[config.mk]
export PLATFORM = sky130hd
export DESIGN_NAME = ahp_top
export DESIGN_NICKNAME = d
export VERILOG_FILES = /design/src/ahp_pkg.sv /design/src/ahp_top.sv /design/src/ahp_sync.sv
export VERILOG_INCLUDE_DIRS = /design/src
export SDC_FILE = /design/constraint.sdc
export NUM_CORES = 1
export LEC_CHECK = 0
export ABC_AREA = 1
export BUFFER_PORTS_ARGS = -buffer_cell sky130_fd_sc_hd__clkbuf_2
export CORE_UTILIZATION = 64
export CTS_BUF_LIST = sky130_fd_sc_hd__clkbuf_2
export CTS_CLUSTER_SIZE = 8
export DETAILED_ROUTE_END_ITERATION = 10
export HOLD_SLACK_MARGIN = 0.05
export PLACE_DENSITY = 0.83
export REMOVE_ABC_BUFFERS = 1
export SETUP_SLACK_MARGIN = 0.02
export SYNTH_ARGS = -nofsm -noshare
export SYNTH_HDL_FRONTEND = slang
export SYNTH_SLANG_ARGS = --single-unit
[constraint.sdc]
create_clock -name CLK -period 3.3 [get_ports CLK]
set_input_delay 0.33 -clock CLK [delete_from_list [all_inputs] [get_ports CLK]]
set_output_delay 0.33 -clock CLK [all_outputs]
set_load 0.03 [all_outputs]
[src/ahp_params.svh]
// Constants of the adaptive host port: offsets, bit positions, timings.
// Assumes inclusion by bare name from the package and the top module.
`ifndef AHP_PARAMS_SVH
`define AHP_PARAMS_SVH
// Clock and oscillator rates in hertz.
`define AHP_CLK_HZ 100000000
`define AHP_OSC_HZ 3579545
// Burst and pause length in ms, plain and in call progress mode.
`define AHP_BURST_MS 51
`define AHP_CP_BURST_MS 102
// Oscillator ticks per burst, rounded down to stay inside tolerance.
`define AHP_BURST_TICKS ((`AHP_BURST_MS * `AHP_OSC_HZ) / 1000)
`define AHP_CP_BURST_TICKS ((`AHP_CP_BURST_MS * `AHP_OSC_HZ) / 1000)
// Counter widths for the burst timer and the oscillator accumulator.
`define AHP_CNT_W 19
`define AHP_ACC_W 27
// Register select decode.
`define AHP_ADDR_DATA 1'b0
`define AHP_ADDR_CTRL 1'b1
// Control register A bit positions.
`define AHP_CRA_TONE_OUT 0
`define AHP_CRA_CALL_PROG 1
`define AHP_CRA_IRQ_EN 2
`define AHP_CRA_TARGET 3
// Control register B bit positions.
`define AHP_CRB_BURST_N 0
`define AHP_CRB_TEST 1
`define AHP_CRB_SINGLE 2
`define AHP_CRB_COLUMN 3
// Status register bit positions.
`define AHP_ST_IRQ 0
`define AHP_ST_TX_READY 1
`define AHP_ST_RX_READY 2
`define AHP_ST_STEER 3
// Reset values.
`define AHP_CR_RESET 4'h0
`define AHP_PIN_RESET 8'h80
`endif

[src/ahp_pkg.sv]
// Types shared by the adaptive host port modules.
// Assumes ahp_params.svh is on the include path.
`default_nettype none
`include "ahp_params.svh"
package ahp_pkg;
  typedef enum logic [1:0] {AHP_IDLE, AHP_BURST, AHP_PAUSE} ahp_phase_type;
  typedef struct packed {
    logic                    moto;
    logic                    cs_prev;
    logic                    rd_prev;
    logic                    wr_prev;
    logic                    addr;
    logic [3:0]              wdata;
    logic [3:0]              control_a;
    logic [3:0]              control_b;
    logic                    target_b;
    logic [3:0]              tx_code;
    logic [3:0]              rx_code;
    logic                    rx_ready;
    logic                    tx_ready;
    logic                    irq;
    logic                    pin_low;
    ahp_phase_type           phase;
    logic [`AHP_CNT_W-1:0]   cnt;
    logic [`AHP_ACC_W-1:0]   acc;
    logic [3:0]              dout;
  } ahp_state_type;
endpackage
`default_nettype wire

[src/ahp_top.sv]
// Adaptive host port with burst timing, tone selection and irq pin.
// Assumes host pins are asynchronous; receiver inputs share CLK.
//
// Summary of operation
// - Burst mode, no call progress: 51 ms tone then 51 ms pause.
// - After the pause the transmitter ready status flag is set.
// - Call progress plus burst mode doubles both times to 102 ms.
// - Call progress mode suppresses reporting of received digits.
// - Single tone mode emits one tone from the low or high group.
// - All timing derives from a 3.579545 MHz oscillator rate.
// - At select falling edge, strobe pin low selects data strobe mode.
// - At select falling edge, read strobe high selects split strobes.
// - Address and data are latched to suit multiplexed or split buses.
// - One internal select qualifies accesses for every bus style.
// - Status updates on its own without strobe activity.
// - Select line and direction decode the four register accesses.
// - Received digit register is read only, holds the last digit.
// - Transmit code register is write only and picks the tone pair.
// - Control A bit 3 steers the next control write to control B.
// - Status register is read only and shows current state.
// - Irq pin flags digits or transmit ready, or copies call progress.
// - Control A: target, irq enable, call progress, tone output enable.
// - Control B: column/row, single/dual, test, burst enable.
// - Burst control bit is active low; one leaves timing to tone enable.
// - Tone output enable gates every transmit tone function.
// - Single tone bit set: column bit one high group, zero low group.
// - Call progress with irq enabled: pin follows the received tone.
`timescale 1ns/1ps
`default_nettype none
`include "ahp_params.svh"
module ahp_top
  import ahp_pkg::*;
#(
  parameter int unsigned BURST_TICKS    = `AHP_BURST_TICKS,
  parameter int unsigned CP_BURST_TICKS = `AHP_CP_BURST_TICKS
) (
  input  wire logic       CLK,
  input  wire logic       RESETN,
  input  wire logic       CS_N,
  input  wire logic       STROBE_PIN,
  input  wire logic       RW_PIN,
  input  wire logic       REGISTER_SELECT_LINE,
  input  wire logic [3:0] D_IN,
  output logic      [3:0] D_OUT,
  output logic            D_OE,
  input  wire logic       RX_DIGIT_VALID,
  input  wire logic [3:0] RX_CODE,
  input  wire logic       RX_DELAYED_STEER,
  input  wire logic       CP_SIGNAL,
  output logic            TONE_ON,
  output logic      [3:0] TONE_CODE,
  output logic            TONE_LOW_EN,
  output logic            TONE_HIGH_EN,
  output logic            INTERRUPT_OR_PROGRESS_PIN_OUT,
  output logic            INTERRUPT_OR_PROGRESS_PIN_OE
);
  ahp_state_type st;
  ahp_state_type next_st;
  logic [7:0]    pins;
  logic          s_cs_n;
  logic          s_stb;
  logic          s_rw;
  logic          s_rs;
  logic [3:0]    s_d;
  logic          rd_act;
  logic          wr_act;
  logic          cs_fall;
  logic          moto_now;
  logic          osc_tick;
  logic [3:0]    status;

  // Terminal count of a burst or pause; plain or call progress length.
  function automatic logic [`AHP_CNT_W-1:0] last_tick(input logic cp);
    last_tick = cp ? `AHP_CNT_W'(CP_BURST_TICKS - 1)
                   : `AHP_CNT_W'(BURST_TICKS - 1);
  endfunction

  // Host pins are asynchronous, so every one passes two flip-flops.
  ahp_sync #(
    .WIDTH       (8),
    .RESET_VALUE (`AHP_PIN_RESET)
  ) u_sync (
    .CLK    (CLK),
    .RESETN (RESETN),
    .D      ({CS_N, STROBE_PIN, RW_PIN, REGISTER_SELECT_LINE, D_IN}),
    .Q      (pins)
  );
  assign {s_cs_n, s_stb, s_rw, s_rs, s_d} = pins;

  // one internal select.
  // Strobe polarity depends on the bus style caught at select fall. The
  // style seen at the edge itself applies at once, since the strobe
  // levels of one style would otherwise read as an access in the other.
  always_comb begin
    moto_now = cs_fall ? !s_stb : st.moto;
    if (moto_now) begin
      rd_act = !s_cs_n && s_stb && s_rw;
      wr_act = !s_cs_n && s_stb && !s_rw;
    end else begin
      rd_act = !s_cs_n && !s_stb;
      wr_act = !s_cs_n && !s_rw;
    end
  end
  assign cs_fall = st.cs_prev && !s_cs_n;

  // oscillator rate tick.
  // A fractional accumulator yields the crystal rate from CLK, so no
  // second clock domain is needed.
  assign osc_tick = (st.acc + `AHP_ACC_W'(`AHP_OSC_HZ))
                    >= `AHP_ACC_W'(`AHP_CLK_HZ);

  assign status = {RX_DELAYED_STEER, st.rx_ready, st.tx_ready, st.irq};

  // Next state of the whole port.
  always_comb begin
    next_st = st;
    next_st.cs_prev = s_cs_n;
    next_st.rd_prev = rd_act;
    next_st.wr_prev = wr_act;
    if (osc_tick) begin
      next_st.acc = st.acc + `AHP_ACC_W'(`AHP_OSC_HZ)
                    - `AHP_ACC_W'(`AHP_CLK_HZ);
    end else begin
      next_st.acc = st.acc + `AHP_ACC_W'(`AHP_OSC_HZ);
    end
    // address latch at select.
    // Latching the select line at the select edge suits a multiplexed
    // bus, where it is only valid near the address phase.
    if (cs_fall) begin
      next_st.moto = !s_stb;
      next_st.addr = s_rs;
    end
    // data latch on strobe.
    // Data is tracked through the strobe and used at its trailing edge.
    if (wr_act) begin
      next_st.wdata = s_d;
    end
    if (RX_DIGIT_VALID && !st.control_a[`AHP_CRA_CALL_PROG]) begin
      next_st.rx_code = RX_CODE;
    end
    // burst bit active low.
    // Leaving burst mode drops any running burst at once.
    if (st.control_b[`AHP_CRB_BURST_N]) begin
      next_st.phase = AHP_IDLE;
      next_st.cnt = '0;
    end else if (st.phase != AHP_IDLE && osc_tick) begin
      if (st.cnt == last_tick(st.control_a[`AHP_CRA_CALL_PROG])) begin
        next_st.cnt = '0;
        if (st.phase == AHP_BURST) begin
          next_st.phase = AHP_PAUSE;
        end else begin
          next_st.phase = AHP_IDLE;
        end
      end else begin
        next_st.cnt = st.cnt + `AHP_CNT_W'(1);
      end
    end
    // register decode.
    // Write commits at the trailing edge of the write strobe.
    if (st.wr_prev && !wr_act) begin
      if (st.addr == `AHP_ADDR_DATA) begin
        next_st.tx_code = st.wdata;
        next_st.tx_ready = 1'b0;
        if (!st.control_b[`AHP_CRB_BURST_N]) begin
          next_st.phase = AHP_BURST;
          next_st.cnt = '0;
        end
      end else if (st.target_b) begin
        next_st.control_b = st.wdata;
        next_st.target_b = 1'b0;
      end else begin
        next_st.control_a = st.wdata;
        next_st.target_b = st.wdata[`AHP_CRA_TARGET];
      end
    end
    // A status read clears the data flag and the interrupt at its end.
    if (st.rd_prev && !rd_act && st.addr == `AHP_ADDR_CTRL) begin
      next_st.rx_ready = 1'b0;
      next_st.irq = 1'b0;
    end
    // Events are applied last so a set beats a clear in the same cycle.
    if (RX_DIGIT_VALID && !st.control_a[`AHP_CRA_CALL_PROG]) begin
      next_st.rx_ready = 1'b1;
      next_st.irq = 1'b1;
    end
    if (st.phase == AHP_PAUSE && next_st.phase == AHP_IDLE
        && !st.control_b[`AHP_CRB_BURST_N]) begin
      next_st.tx_ready = 1'b1;
      next_st.irq = 1'b1;
    end
    next_st.dout = (st.addr == `AHP_ADDR_CTRL) ? status : st.rx_code;
    if (st.control_a[`AHP_CRA_CALL_PROG]) begin
      next_st.pin_low = st.control_a[`AHP_CRA_IRQ_EN] && !CP_SIGNAL;
    end else if (st.control_b[`AHP_CRB_TEST]) begin
      next_st.pin_low = !RX_DELAYED_STEER;
    end else begin
      next_st.pin_low = st.control_a[`AHP_CRA_IRQ_EN] && st.irq;
    end
  end

  // Control registers clear at reset; software still initialises them.
  always_ff @(posedge CLK or negedge RESETN) begin
    if (!RESETN) begin
      st <= '0;
      st.cs_prev <= 1'b1;
      st.control_a <= `AHP_CR_RESET;
      st.control_b <= `AHP_CR_RESET;
    end else begin
      st <= next_st;
    end
  end

  // Read data comes from a flop; the enable follows the read strobe.
  assign D_OUT = st.dout;
  assign D_OE = rd_act;

  assign TONE_ON = st.control_a[`AHP_CRA_TONE_OUT]
                   && (st.control_b[`AHP_CRB_BURST_N] || st.phase == AHP_BURST);
  assign TONE_CODE = st.tx_code;
  assign TONE_LOW_EN = TONE_ON && (!st.control_b[`AHP_CRB_SINGLE]
                                   || !st.control_b[`AHP_CRB_COLUMN]);
  assign TONE_HIGH_EN = TONE_ON && (!st.control_b[`AHP_CRB_SINGLE]
                                    || st.control_b[`AHP_CRB_COLUMN]);
  // Open drain: only ever pulls low.
  assign INTERRUPT_OR_PROGRESS_PIN_OUT = 1'b0;
  assign INTERRUPT_OR_PROGRESS_PIN_OE = st.pin_low;
endmodule
`default_nettype wire

[src/ahp_sync.sv]
// Two flip-flop synchroniser for a group of asynchronous pins.
// Assumes each bit is an independent level; the reset value is a constant.
`timescale 1ns/1ps
`default_nettype none
module ahp_sync #(
  parameter int              WIDTH       = 8,
  parameter logic [WIDTH-1:0] RESET_VALUE = '0
) (
  input  wire logic             CLK,
  input  wire logic             RESETN,
  input  wire logic [WIDTH-1:0] D,
  output logic      [WIDTH-1:0] Q
);
  typedef struct packed {
    logic [WIDTH-1:0] meta;
    logic [WIDTH-1:0] q;
  } ahp_sync_state_type;

  ahp_sync_state_type st;
  ahp_sync_state_type next_st;

  // The first stage feeds only the second stage.
  always_comb begin
    next_st.meta = D;
    next_st.q = st.meta;
  end

  // Both stages start at the idle pin levels.
  always_ff @(posedge CLK or negedge RESETN) begin
    if (!RESETN) begin
      st <= {RESET_VALUE, RESET_VALUE};
    end else begin
      st <= next_st;
    end
  end

  assign Q = st.q;
endmodule
`default_nettype wire

After elaboration in Yosys (flattened, before gate mapping)
Index checks and enable logic that the tools add are counted.
{"block": "classes", "add_sub_neg": 3, "n_mul": 0, "div_mod_pow": 0, "n_lt_le_gt_ge": 1, "eq_ne": 4, "shifts": 0, "mux": 22, "n_bitwise": 2, "n_reduce_logical": 42}
{"operator": "2-to-1 mux 21 bit", "count": 5}
{"operator": "2-to-1 mux 19 bit", "count": 2}
{"operator": "adder 27 x 22 -> 27 bit (second input constant)", "count": 1}
{"operator": ">= comparator 27 bit (second input constant)", "count": 1}
{"operator": "2-to-1 mux 27 bit", "count": 1}
{"operator": "subtractor 27 bit (second input constant)", "count": 1}
{"operator": "adder 19 x 1 -> 19 bit (second input constant)", "count": 1}
{"operator": "equality test 19 bit", "count": 1}
{"operator": "logical AND 1 bit", "count": 18}
{"operator": "logical NOT 1 bit", "count": 11}
{"operator": "2-to-1 mux 1 bit", "count": 10}
{"operator": "2-to-1 mux 2 bit", "count": 3}
{"operator": "AND reduction 2 bit", "count": 3}
{"operator": "AND reduction 3 bit", "count": 2}
{"operator": "nonzero test 2 bit", "count": 3}
{"operator": "2-to-1 mux 4 bit", "count": 1}
{"operator": "logical OR 1 bit", "count": 3}
{"operator": "nonzero test 3 bit", "count": 1}
{"operator": "equality test 2 x 1 -> 1 bit (second input constant)", "count": 1}
{"operator": "equality test 2 bit (second input constant)", "count": 1}
{"operator": "logical NOT 2 bit", "count": 1}
{"operator": "!= test 2 x 1 -> 1 bit (second input constant)", "count": 1}
{"operator": "NOT 1 bit", "count": 2}
{"block": "totals", "reg_bits": 97, "latch_bits": 0, "mem_bits_rw": 0, "rom_bits": 0, "in_bits": 17, "output_inout_bits": 14, "elab_cells": 95, "n_memories": 0}

Logic depth before layout (Yosys ltp)
Gate-level depths: netlist (run 1).
{"block": "logic_depth", "depth_word": 13, "mapped_depth": 23, "depth_no_buf": 23}

Cells and area by module
From an unflattened synthesis (run 1), not the netlist that was laid out.
{"block": "unflattened", "cells_unflattened": 817, "hier_area_um2": 5811.8}
{"module": "ahp_top", "n_inst": 1, "cells_each": 801, "area_per_inst_um2": 5408.9, "seq_area_each_um2": 2028.2}
{"module": "ahp_sync", "n_inst": 1, "cells_each": 16, "area_per_inst_um2": 402.9, "seq_area_each_um2": 402.9}

Worst setup path after synthesis (run 1)
No wires, ideal clock.
{"block": "synth_timing", "path_type": "register to register", "startpoint": "reg st[8] in the netlist's numbering", "endpoint": "reg st[39] in the netlist's numbering", "setup_ns": 0.122, "arrival_ns": 2.357, "setup_slack_ns": 0.821, "stages_incl_launch_ff": 23, "synth_period_minus_slack_ns": 2.479, "cell_sequence": "dfrtp_1 -> nor2_1 -> nand2_2 -> nand2_2 -> nand2_1 -> nand2_1 -> nand2_1 -> inv_1 -> ha_1 -> nand3_1 -> nor2_1 -> nand4_1 -> nor3_1 -> nand2_1 -> nor2_1 -> nand2_1 -> nand3_4 -> nand3_1 -> nand2_1 -> inv_2 -> buf_6 -> nand2_1 -> nor2_1"}
{"item": "from (decl)", "line": "ahp_top.sv:57", "text": "ahp_state_type st;"}
{"item": "from (signal assigned)", "line": "ahp_top.sv:209", "text": "st <= next_st;"}

==> impl_results.md, run 1 <==
* Number of fill cells in the layout at 720
* Crit end category: flip-flop
* Clock buffer count from CTS at 9
* Xor-xnor portion of the synthesized cell area at 0.0442
* Gr ovfl total at 0
* CTS tree: done
* Vias in the first global route at roughly 5400
* Final slew viol count at 0
* Root Buffer: clkbuf_2
* Worst VDD drop at about 430 uV
* Multiplexer share of the synthesized area at 0
* Final setup TNS at 0 ps
* Simple-Gate Fraction of Synth Area at 0.370
* Outcome: finished, final reports clean
* WL final at 14700 microns
* Final setup vio count at 0
* Critical Path RT at around 3800 ps
* PortBufs at 29
* Dpl cell area at approximately 5900 sq um
* Pwr/cell area at 412 nW/um^2
* Synth cell types at 41
* ANT nets after route at 0
* Longest Clk Path Bufs at 2
* Crit Path Max Fanout at 11
* Die width at about 97 microns
* Number of synthesized flops with an enable pin at 0
* Storage element area at 2430 sq um
* First DRT Iteration DRCs at ~370
* Vias at 5423
* Register clock-pin slew on the reported worst setup and hold paths at around 340 ps
* Place WS at 72.1 ps
* Worst setup margin at roughly 320 ps
* Worst clock skew at approximately 42 ps
* RSZ-0062 raised after global routing: false
* Leak at between 0.003 and 0.004 uW
* Fin util at 0.727
* Worst-path cell chain: ha_1 > nand2_1 > nand2_1 > nand3_1 > nand2_1 > inv_1 > nand2_1 > nand2_1 > nor2_1 > nand2_1 > nand4_1 > nand2_1 > nand2_1 > nand3_4 > nand3_1 > nand2_2 > inv_2 > nand2_1 > nor2_1
* GP Congestion at 0.926
* Slew at the pin with the worst max-slew slack at about 750 ps
* Max cap viols at 0
* Area of the multi-input gates at around 2800 sq um
* Antenna cells at 0
* Finished Cell Area at 6340 sq um
* Worst hold path class: primary input to flip-flop
* Ys Warns at 0
* Clock Sinks at 97
* Slew HR at 0.501
* Hold depth at 4
* Async SR Flop Fraction at 1.00
* Main synth FF type: dfrtp_1
* Met3 Use GR at 0.0397
* Sequential area share after synthesis at 0.423
* Cell family with most CP delay: simple AND/OR/NAND/NOR gates
* Post-DP HPWL at between 10000 and 15000 microns
* Compound-Gate Fraction of Synth Area at 0.0588
* # DRC at 0
* CTS H-tree depth at 3
* CP max stage delay at 470 ps
* Worst path most repeated cell: nand2_1
* Std cell rows at 34
* Largest family of logic cells by synthesized area: simple AND/OR/NAND/NOR gates
* Worst setup path class: flip-flop to flip-flop
* Starting Density at 0.659
* Largest net degree at the start of global routing at 58
* Met1 GRT Util at 0.416
* Fraction of layout cells with a size suffix above 1 at 0.120
* Seq cells post-synth at between 90 and 100
* Global-route track usage on met2 at 0.567
* Final period util at 0.904
* Post-Synthesis Cells at between 800 and 900
* Net count, final at 876
* DIE AREA at around 9400 sq um
* First-pass GRT wire length at 24900 microns
* Vias/cell at 5.61
* Synth Cell Area at around 5700 sq um
* GR peak layer: met2
* Buf/Inv on CP at 2
* Drt first pass iters at 5
* WP depth at 19
* GRT Overall Usage at 0.327
* Reg2reg path depth at 19
* Synthesized area per cell at slightly above 7 sq um
* I/O pin cnt at 31
* Final Critical Period at 2980 ps
* Final Hold Viols at 0
* Slowest stage cell, crit path: dfrtp_1
* Post-Synth Adder-Cell Area at 0.0109
* Area growth syn-to-layout at 10.3%
* Die Ht at roughly 97 microns
* WL/cell at 15.2 microns
* Fmax at 335 MHz
* Initial antenna violation count at 0
* Core Box Area at approximately 8700 sq um
* Crit path DAT at around 3500 ps
* Worst-Skew Late Latency at 600 ps
* Startpoint Class: flip-flop
-- layout by cell type, fill, tap and decap left out, types with 16 or more instances in the layout --
cell | netlist | routed
xor2_1 | 25 | 25
dfrtp_1 | 94 | 94
inv_1 | 92 | 92
nand4_1 | 20 | 20
dlygate4sd3_1 | 0 | 16
nand3_1 | 76 | 75
clkbuf_2 | 0 | 37
nor2_1 | 83 | 82
o21ai_0 | 32 | 32
nand2_1 | 250 | 248
a21oi_1 | 20 | 20
-- synthesized netlist by cell type, types with 4 or more instances --
library cell / number / share of area
a21oi_1: 20 / 0.017
buf_4: 11 / 0.014
clkbuf_1: 4 / 0.0026
dfrtp_1: 94 / 0.41
ha_1: 5 / 0.011
inv_1: 92 / 0.060
inv_2: 12 / 0.0078
nand2_1: 250 / 0.16
nand2_2: 9 / 0.0098
nand3_1: 76 / 0.066
nand4_1: 20 / 0.022
nor2_1: 83 / 0.054
nor2_2: 4 / 0.0044
nor3_1: 15 / 0.013
nor4_1: 13 / 0.014
o21ai_0: 32 / 0.028
xnor2_1: 4 / 0.0061
xor2_1: 25 / 0.038
-- metrics by stage --
step           instances  total power [uW]  hold slack, ps
2_1_floorplan        783              1750            34.4
3_3_place_gp         926              1920             332
3_5_place_dp         926              1950             336
4_1_cts              958              2600            63.4
5_1_grt              967              2730            67.0
6_report             967              2610            78.0
-- what timing repair did --
item / CTS / global route
hold buffers: 16 / 0
endpoints found under the setup margin: 0 / 36
setup buffers: 0 / 7
hold endpoints to repair: 69 / 0
resized for setup: 0 / 8
-- worst register-to-register path: stages (launching register included) --
cell and delay (ps):
dfrtp_1 470, ha_1 180, nand2_1 100, nand2_1 150, nand3_1 150, nand2_1 190
inv_1 80, nand2_1 60, nand2_1 40, nor2_1 140, nand2_1 150, nand4_1 100
nand2_1 100, nand2_1 230, nand3_4 180, nand3_1 140, nand2_2 100, inv_2 190
nand2_1 80, nor2_1 100
-- per-layer routing --
layer	share of wire	wire, microns	up-vias
li1	-	-	2658
met1	0.42	6140	2574
met2	0.51	7510	157
met3	0.042	617	34
met4	0.028	413	0
met5	0	0	-
-- logic make-up (layout without fill, tap and decap cells) --
logic type,Yosys count,in the layout
and+or+nand+nor,483,485
other,1,1
xor gates and xnor gates,29,29
buffers and inverters,125,179
DFF,97,97
AOI/OAI and AO/OA,63,63
adders and majority gates,5,5
-- state kept, by name, summed over array words and instances, names as in the netlist --
register	flops
u_sync.Q	8
u_sync.next_st	8
TONE_CODE	4
INTERRUPT_OR_PROGRESS_PIN_OE	1
D_OUT	4
st	72
-- layout make-up --
class / instances / area share
Clock buffer: 9 / 0.00711
Clock inverter: 7 / 0.0148
Inverter: 105 / 0.0630
Multi-Input combinational cell: 583 / 0.446
Sequential cell: 97 / 0.384
Tap cell: 108 / 0.0213
Timing Repair Buffer: 58 / 0.0640
-- worst paths after layout --
| kind | from | endpoint | slack (ps) |
|---|---|---|---|
| worst max-delay path | st[5] | st[39] | 320 |
| worst min-delay path | RX_DIGIT_VALID | st[57] | 80 |
| worst max register to register | st[5] | st[39] | 320 |
| worst min register to register | u_sync.next_st[6] | u_sync.Q[6] | 400 |
| max in group asynchronous | RESETN | st[80] | 2170 |
| min in group asynchronous | RESETN | st[11] | 270 |
-- where the power goes --
group / leakage [uW] / internal [uW] / total, uW / switching [uW]
Sequential: 0.00119 / 1320 / 1420 / 104
Combinational: 0.00192 / 169 / 554 / 385
Clock: 0.0000801 / 142 / 633 / 491
Note: power is estimated with default switching activity, not from simulation.
==> inputs of run 2 (changes only) <==
--- a/config.mk
+++ b/config.mk
@@ -18,4 +18,5 @@
 export SETUP_SLACK_MARGIN = 0.02
 export SYNTH_ARGS = -nofsm -noshare
 export SYNTH_HDL_FRONTEND = slang
+export SYNTH_HIERARCHICAL = 1
 export SYNTH_SLANG_ARGS = --single-unit
==> run 2 against run 1 <==
  * Cell count up 0.93%
  * Critical path depth up 3
  * Non-clock buffer count down 2
  * Via count up 1.9%
  * Global-route usage up 0.69 points
  * Worst setup slack better by 30 ps
  * Power up 0.78%
  * Count of clock-buffer cells in the layout unchanged
  * Final area up 0.85%
  * Largest cell class unchanged
  * Area after synthesis up 1.1%
  * Critical endpoint is now st[46]
  * Largest power group unchanged
  * First-iteration DRC count down 17%
  * Clock skew up 17 ps
==> impl_results.md, run 2 <==
* Number of synthesized flops with an enable pin at 0
* CTS tree: done
* Synth cell types at 40
* Crit path DAT at roughly 3500 ps
* Crit end category: flip-flop
* Core Box Area at around 9000 sq um
* First DRT Iteration DRCs at 306
* Global-route track usage on met2 at 0.610
* Dpl cell area at roughly 6000 sq um
* Slew at the pin with the worst max-slew slack at ~650 ps
* Drt first pass iters at 5
* CTS H-tree depth at 3
* Worst hold path class: primary input to async pin
* WP depth at 22
* Post-synth top area share at 0.405
* Final period util at 0.895
* Startpoint Class: flip-flop
* Synth top area cells: dfrtp_1 40%, nand2_1 16%, nand3_1 6.0%, inv_1 5.9%, nor2_1 5.6%
* Final Critical Period at 2950 ps
* Buf/Inv on CP at 1
* GR peak layer: met2
* Crit path capture: st[46]
* Worst setup margin at approximately 350 ps
* Die width at between 90 and 100 microns
* Net count, final at around 890
* Worst path most repeated cell: nand2_1
* I/O pin cnt at 31
* GP Congestion at ~1
* Finished Cell Area at 6390 sq um
* Hold slack at between 200 and 250 ps
* Fraction of layout cells with a size suffix above 1 at 0.118
* Slew HR at 0.568
* Met1 GRT Util at 0.410
* Largest register FFs at 72
* Main synth FF type: dfrtp_1
* Longest Clk Path Bufs at 2
* ANT nets after route at 0
* Starting Density at 0.663
* Area growth syn-to-layout at 9.99%
* Final slew viol count at 0
* Clock buffer count from CTS at 9
* Worst setup path class: flip-flop to flip-flop
* Vias at roughly 5500
* Largest Register: st
* R2R Path Start: st[4]
* Register clock-pin slew on the reported worst setup and hold paths at approximately 320 ps
* Worst-Skew Late Latency at 650 ps
* GRT Overall Usage at 0.334
* Power Total at approximately 2600 uW
* RSZ-0062 raised after global routing: false
* PortBufs at 29
* Crit Path Max Fanout at 7
* Final setup TNS at 0 ps
* Ys Warns at 6
* Clock Sinks at a little under 100
* Pwr/cell area at a little over 400 nW/um^2
* Seq cells post-synth at just under 100
* Final setup vio count at 0
* Initial antenna violation count at 0
* Synth Cell Area at 5810 sq um
* Root Buffer: clkbuf_2
* Post-Synthesis Cells at a little over 800
* Max cap viols at 0
* Leak at ~0.0031 uW
* Die Ht at 97.3 microns
* Sequential area share after synthesis at 0.418
* Std cell rows at 34
* DIE AREA at between 9000 and 10000 sq um
* Synthesized area per cell at between 7 and 8 sq um
* Async SR Flop Fraction at 1.00
* Vias/cell at 5.66
* R2R setup slack at between 300 and 400 ps
* Post-DP HPWL at around 11000 microns
* Vias in the first global route at around 5500
* WL final at 15100 microns
* WL/cell at between 15 and 20 microns
* # DRC at 0
* Capture point of the worst reg-to-reg path: st[46]
* Gr ovfl total at 0
* Outcome: finished, final reports clean
* First-pass GRT wire length at approximately 25000 microns
* Reg2reg path depth at 22
* Commonest cells in the netlist: 253 x nand2_1, 94 x dfrtp_1, 92 x inv_1
* Place WS at between 200 and 250 ps
* Worst clock skew at 58.9 ps
* Commonest non-fill, non-tap cell in the layout: nand2_1
* Met3 Use GR at 0.0518
* CP max stage delay at approximately 500 ps
* Post-synth top area cell: dfrtp_1
* Cell family with most CP delay: simple AND/OR/NAND/NOR gates
* Final Hold Viols at 0
* Most frequent cells in the layout: 251 x nand2_1, 94 x dfrtp_1, 91 x inv_1, 84 x nor2_1, 68 x nand3_1
* Worst VDD drop at around 370 uV
* Largest net degree at the start of global routing at 54
* Worst-path cell chain: nand3_2 > nand2_2 > nand2_2 > nand2_1 > nand2_1 > and2_1 > ha_1 > nand3_1 > nor2_1 > nand2_1 > nor2_1 > nand3_1 > nor2_2 > nand2_1 > nor2_1 > nand2_1 > nand3_4 > buf_4 > nand4_1 > nand2_1 > nand2_1 > nor2_1
* Crit path from: st[4]
* Fmax at around 340 MHz
* Slowest stage cell, crit path: dfrtp_1
* Critical Path RT at 3850 ps
* Most common cell in the netlist: nand2_1
* Antenna cells at 0
[run 2: cell types whose count changed in the layout (fill, tap and decap cells not counted), moves of 3 or more]
cell	before	now
buf_4	14	9
nor2_2	5	9
nand2_1	248	251
xor2_1	25	22
nand3_1	75	68
o21ai_0	32	36
[run 2: logic make-up after synthesis]
logic type | Yosys count | share of synthesized area
other | 1 | 0.000645
buffers and inverters | 126 | 0.0921
XOR/XNOR | 29 | 0.0450
AND/OR/NAND/NOR | 492 | 0.372
adder cells (fa/ha/maj) | 5 | 0.0108
flip-flops | 97 | 0.418
AO/OA/AOI/OAI | 67 | 0.0609
[run 2: how the worst min path moves through the flow]
stage                      start                            to  slack (ps)  cells past startpoint
2_1_floorplan             RESETN                      D_OUT[0]          30                      0
3_3_place_gp   u_sync/next_st[4]                   u_sync/Q[4]         330                      0
3_5_place_dp   u_sync/next_st[2]                   u_sync/Q[2]         350                      0
4_1_cts                   RESETN  INTERRUPT_OR_PROGRESS_PIN_OE         200                      2
5_1_grt                     CS_N             u_sync/next_st[7]         210                      2
6_report                  RESETN                        st[10]         200                      2
[run 2: stage by stage]
stage | util | cells
after floorplan | - | 796
after global placement | 0.685 | 940
after detailed placement | 0.685 | 940
after CTS | 0.722 | 974
after global routing | 0.729 | 976
final | 0.729 | 976
[run 2: cell type report]
cell class | count | area (sq um)
well taps | 108 | 135
repair buffers | 56 | 399
clock buffers | 9 | 45.0
inverters | 105 | 402
flip-flops and latches | 97 | 2430
multi-input cells | 594 | 2890
fillers | 698 | 2370
clock inverters | 7 | 93.8
[run 2: routing by layer]
layer,part of all wire,wire length [microns]
met1,0.41,6170
met5,0,0
met4,0.022,337
met2,0.52,7870
met3,0.049,738
[run 2: repair_timing]
item	in CTS	in global routing
resized for setup	0	16
hold buffers	18	0
setup buffers	0	2
endpoints found under the setup margin	0	40
endpoints found under the hold margin	65	0
[run 2: power by group]
part           switching (uW)  internal, uW  total [uW]
combinational             422           180         602
sequential               80.0          1320        1400
clock                     492           137         629
total                     994          1640        2630
==> inputs of run 3 (changes only) <==
--- a/config.mk
+++ b/config.mk
@@ -8,12 +8,12 @@
 export LEC_CHECK = 0
 export ABC_AREA = 1
 export BUFFER_PORTS_ARGS = -buffer_cell sky130_fd_sc_hd__clkbuf_2
-export CORE_UTILIZATION = 64
-export CTS_BUF_LIST = sky130_fd_sc_hd__clkbuf_2
+export CORE_MARGIN = 8
+export CORE_UTILIZATION = 35
+export CTS_BUF_LIST = sky130_fd_sc_hd__clkbuf_8 sky130_fd_sc_hd__clkbuf_16
 export CTS_CLUSTER_SIZE = 8
 export DETAILED_ROUTE_END_ITERATION = 10
 export HOLD_SLACK_MARGIN = 0.05
-export PLACE_DENSITY = 0.83
 export REMOVE_ABC_BUFFERS = 1
 export SETUP_SLACK_MARGIN = 0.02
 export SYNTH_ARGS = -nofsm -noshare
==> run 3 against run 2 <==
  * The flow now finishes with violations (negative hold slack)
  * Largest cell class unchanged
  * Critical path type unchanged
  * Final area up 1.6%
  * Global-route usage shrank 19 points
  * Clock skew decreased by 50 ps
==> impl_results.md, run 3 (synthesis results as in run 2) <==
* Final slew viol count at 0
* Initial antenna violation count at 0
* # DRC at 0
* First-pass GRT wire length at approximately 24000 microns
* Die width at roughly 140 microns
* Met3 Use GR at 0.0262
* Post-CTS setup buffer count at 0
* Die Ht at between 100 and 150 microns
* Post-DP HPWL at 10800 microns
* Gr ovfl total at 0
* Failing checks: negative hold slack
* Outcome: complete, but fails checks
* Number of fill cells in the layout at approximately 1700
* GRT Overall Usage at 0.143
* Worst VDD drop at around 380 uV
* Worst clock skew at about 9.2 ps
* Final setup vio count at 0
* Place WS at approximately 180 ps
* Clock buffer count from CTS at 9
* Root Buffer: clkbuf_16
* CTS tree: done
* Crit path DAT at about 3400 ps
* Antenna cells at 0
* Max cap viols at 0
* Net count, final at around 860
* WL final at ~14000 microns
* Pwr/cell area at ~460 nW/um^2
* Std cell rows at 47
* Largest Register: st
* WL/cell at 13.4 microns
* Power Total at ~3000 uW
* Leak at between 0.003 and 0.004 uW
* Slew at the pin with the worst max-slew slack at 666 ps
* Crit Path Max Fanout at 18
* Worst setup path class: flip-flop to flip-flop
* GR peak layer: met2
* Vias at 5146
* Final setup TNS at 0 ps
* Worst hold path class: primary input to async pin
* Vias in the first global route at approximately 4700
* Startpoint Class: flip-flop
* ANT nets after route at 0
* Crit end category: flip-flop
* Drt first pass iters at 5
* Largest register FFs at slightly above 70
* Largest net degree at the start of global routing at approximately 100
* Starting Density at 0.354
* Slew HR at 0.555
* RSZ-0062 raised after global routing: false
* Global-route track usage on met2 at 0.210
* Fraction of layout cells with a size suffix above 1 at 0.109
* Final period util at 0.933
* Commonest non-fill, non-tap cell in the layout: nand2_1
* Vias/cell at slightly below 5
* Final Hold Viols at 1
* First DRT Iteration DRCs at between 300 and 400
* Hold slack at -0.0815 ps
* Fmax at between 300 and 400 MHz
* Worst-Skew Late Latency at roughly 350 ps
* Core Box Area at approximately 16000 sq um
* Final Critical Period at ~3100 ps
* I/O pin cnt at 31
* CTS H-tree depth at 3
* Critical Path RT at ~3600 ps
* Most frequent cells in the layout: 252 x nand2_1, 94 x dfrtp_1, 92 x inv_1, 86 x nor2_1, 70 x nand3_1
* Area growth syn-to-layout at 11.7%
* Met1 GRT Util at 0.209
* Worst setup margin at between 200 and 250 ps
* GP Congestion at approximately 0.9
* Longest Clk Path Bufs at 2
* DIE AREA at between 20000 and 25000 sq um
* Clock Sinks at between 90 and 100
* PortBufs at 29
* Register clock-pin slew on the reported worst setup and hold paths at approximately 70 ps
-- run 3: worst paths after layout --
kind	startpoint	end	slack [ps]	depth (start not counted)
max in group asynchronous	RESETN	st[80]	2860	2
max	st[8]	st[28]	220	21
min in group CLK	D_IN[3]	u_sync/next_st[3]	70	1
max reg2reg	st[8]	st[28]	220	21
min reg2reg	u_sync/next_st[0]	u_sync/Q[0]	350	0
min	RESETN	st[26]	-0.08	2
-- run 3: worst max-delay path, cell delays in order (launching register included) --
cell	delay [ps]
dfrtp_1	410
nor2_2	190
nand2_2	120
nand2_2	110
nand2_1	100
nand2_1	90
and2_1	170
ha_1	170
nand3_1	80
nor2_1	90
nand2_1	50
nor2_1	150
nand3_1	90
nor2_1	150
nand2_1	90
nor2_1	100
nand2_1	80
nand3_4	170
buf_8	180
nand2_1	110
nor2_1	140
xnor2_1	140
-- run 3: layer usage --
layer  wire length [microns]  vias to the layer above  share of wire
li1                        -                     2649              -
met2                    6190                      110           0.43
met4                     145                        0          0.010
met3                     563                       12          0.039
met5                       0                        -              0
met1                    7350                     2375           0.52
-- run 3: what timing repair did --
item,CTS,global route
resized for setup,0,8
hold endpoints to repair,1,0
hold buffers,1,0
endpoints found under the setup margin,0,21
-- run 3: through the flow --
step | utilization | instances | instance area [sq um]
after floorplan | - | 796 | 5670
after global placement | 0.375 | 1050 | 6140
after detailed placement | 0.375 | 1050 | 6140
after CTS | 0.394 | 1067 | 6460
after global routing | 0.396 | 1067 | 6490
final | 0.396 | 1067 | 6490
-- run 3: area by class of cell --
class | count | area (sq um) | area share
multi-input combinational | 594 | 2860 | 0.441
clock buffer | 9 | 225 | 0.0347
tap | 220 | 275 | 0.0424
clock inverter | 7 | 78.8 | 0.0121
timing repair buffer | 35 | 219 | 0.0337
inverter | 105 | 399 | 0.0615
sequential | 97 | 2430 | 0.374
-- run 3: power by group --
group	internal [uW]	switching (uW)	total [uW]
Clock	542	522	1060
Sequential	1320	65.6	1380
Combinational	160	392	552
Total	2020	979	3000
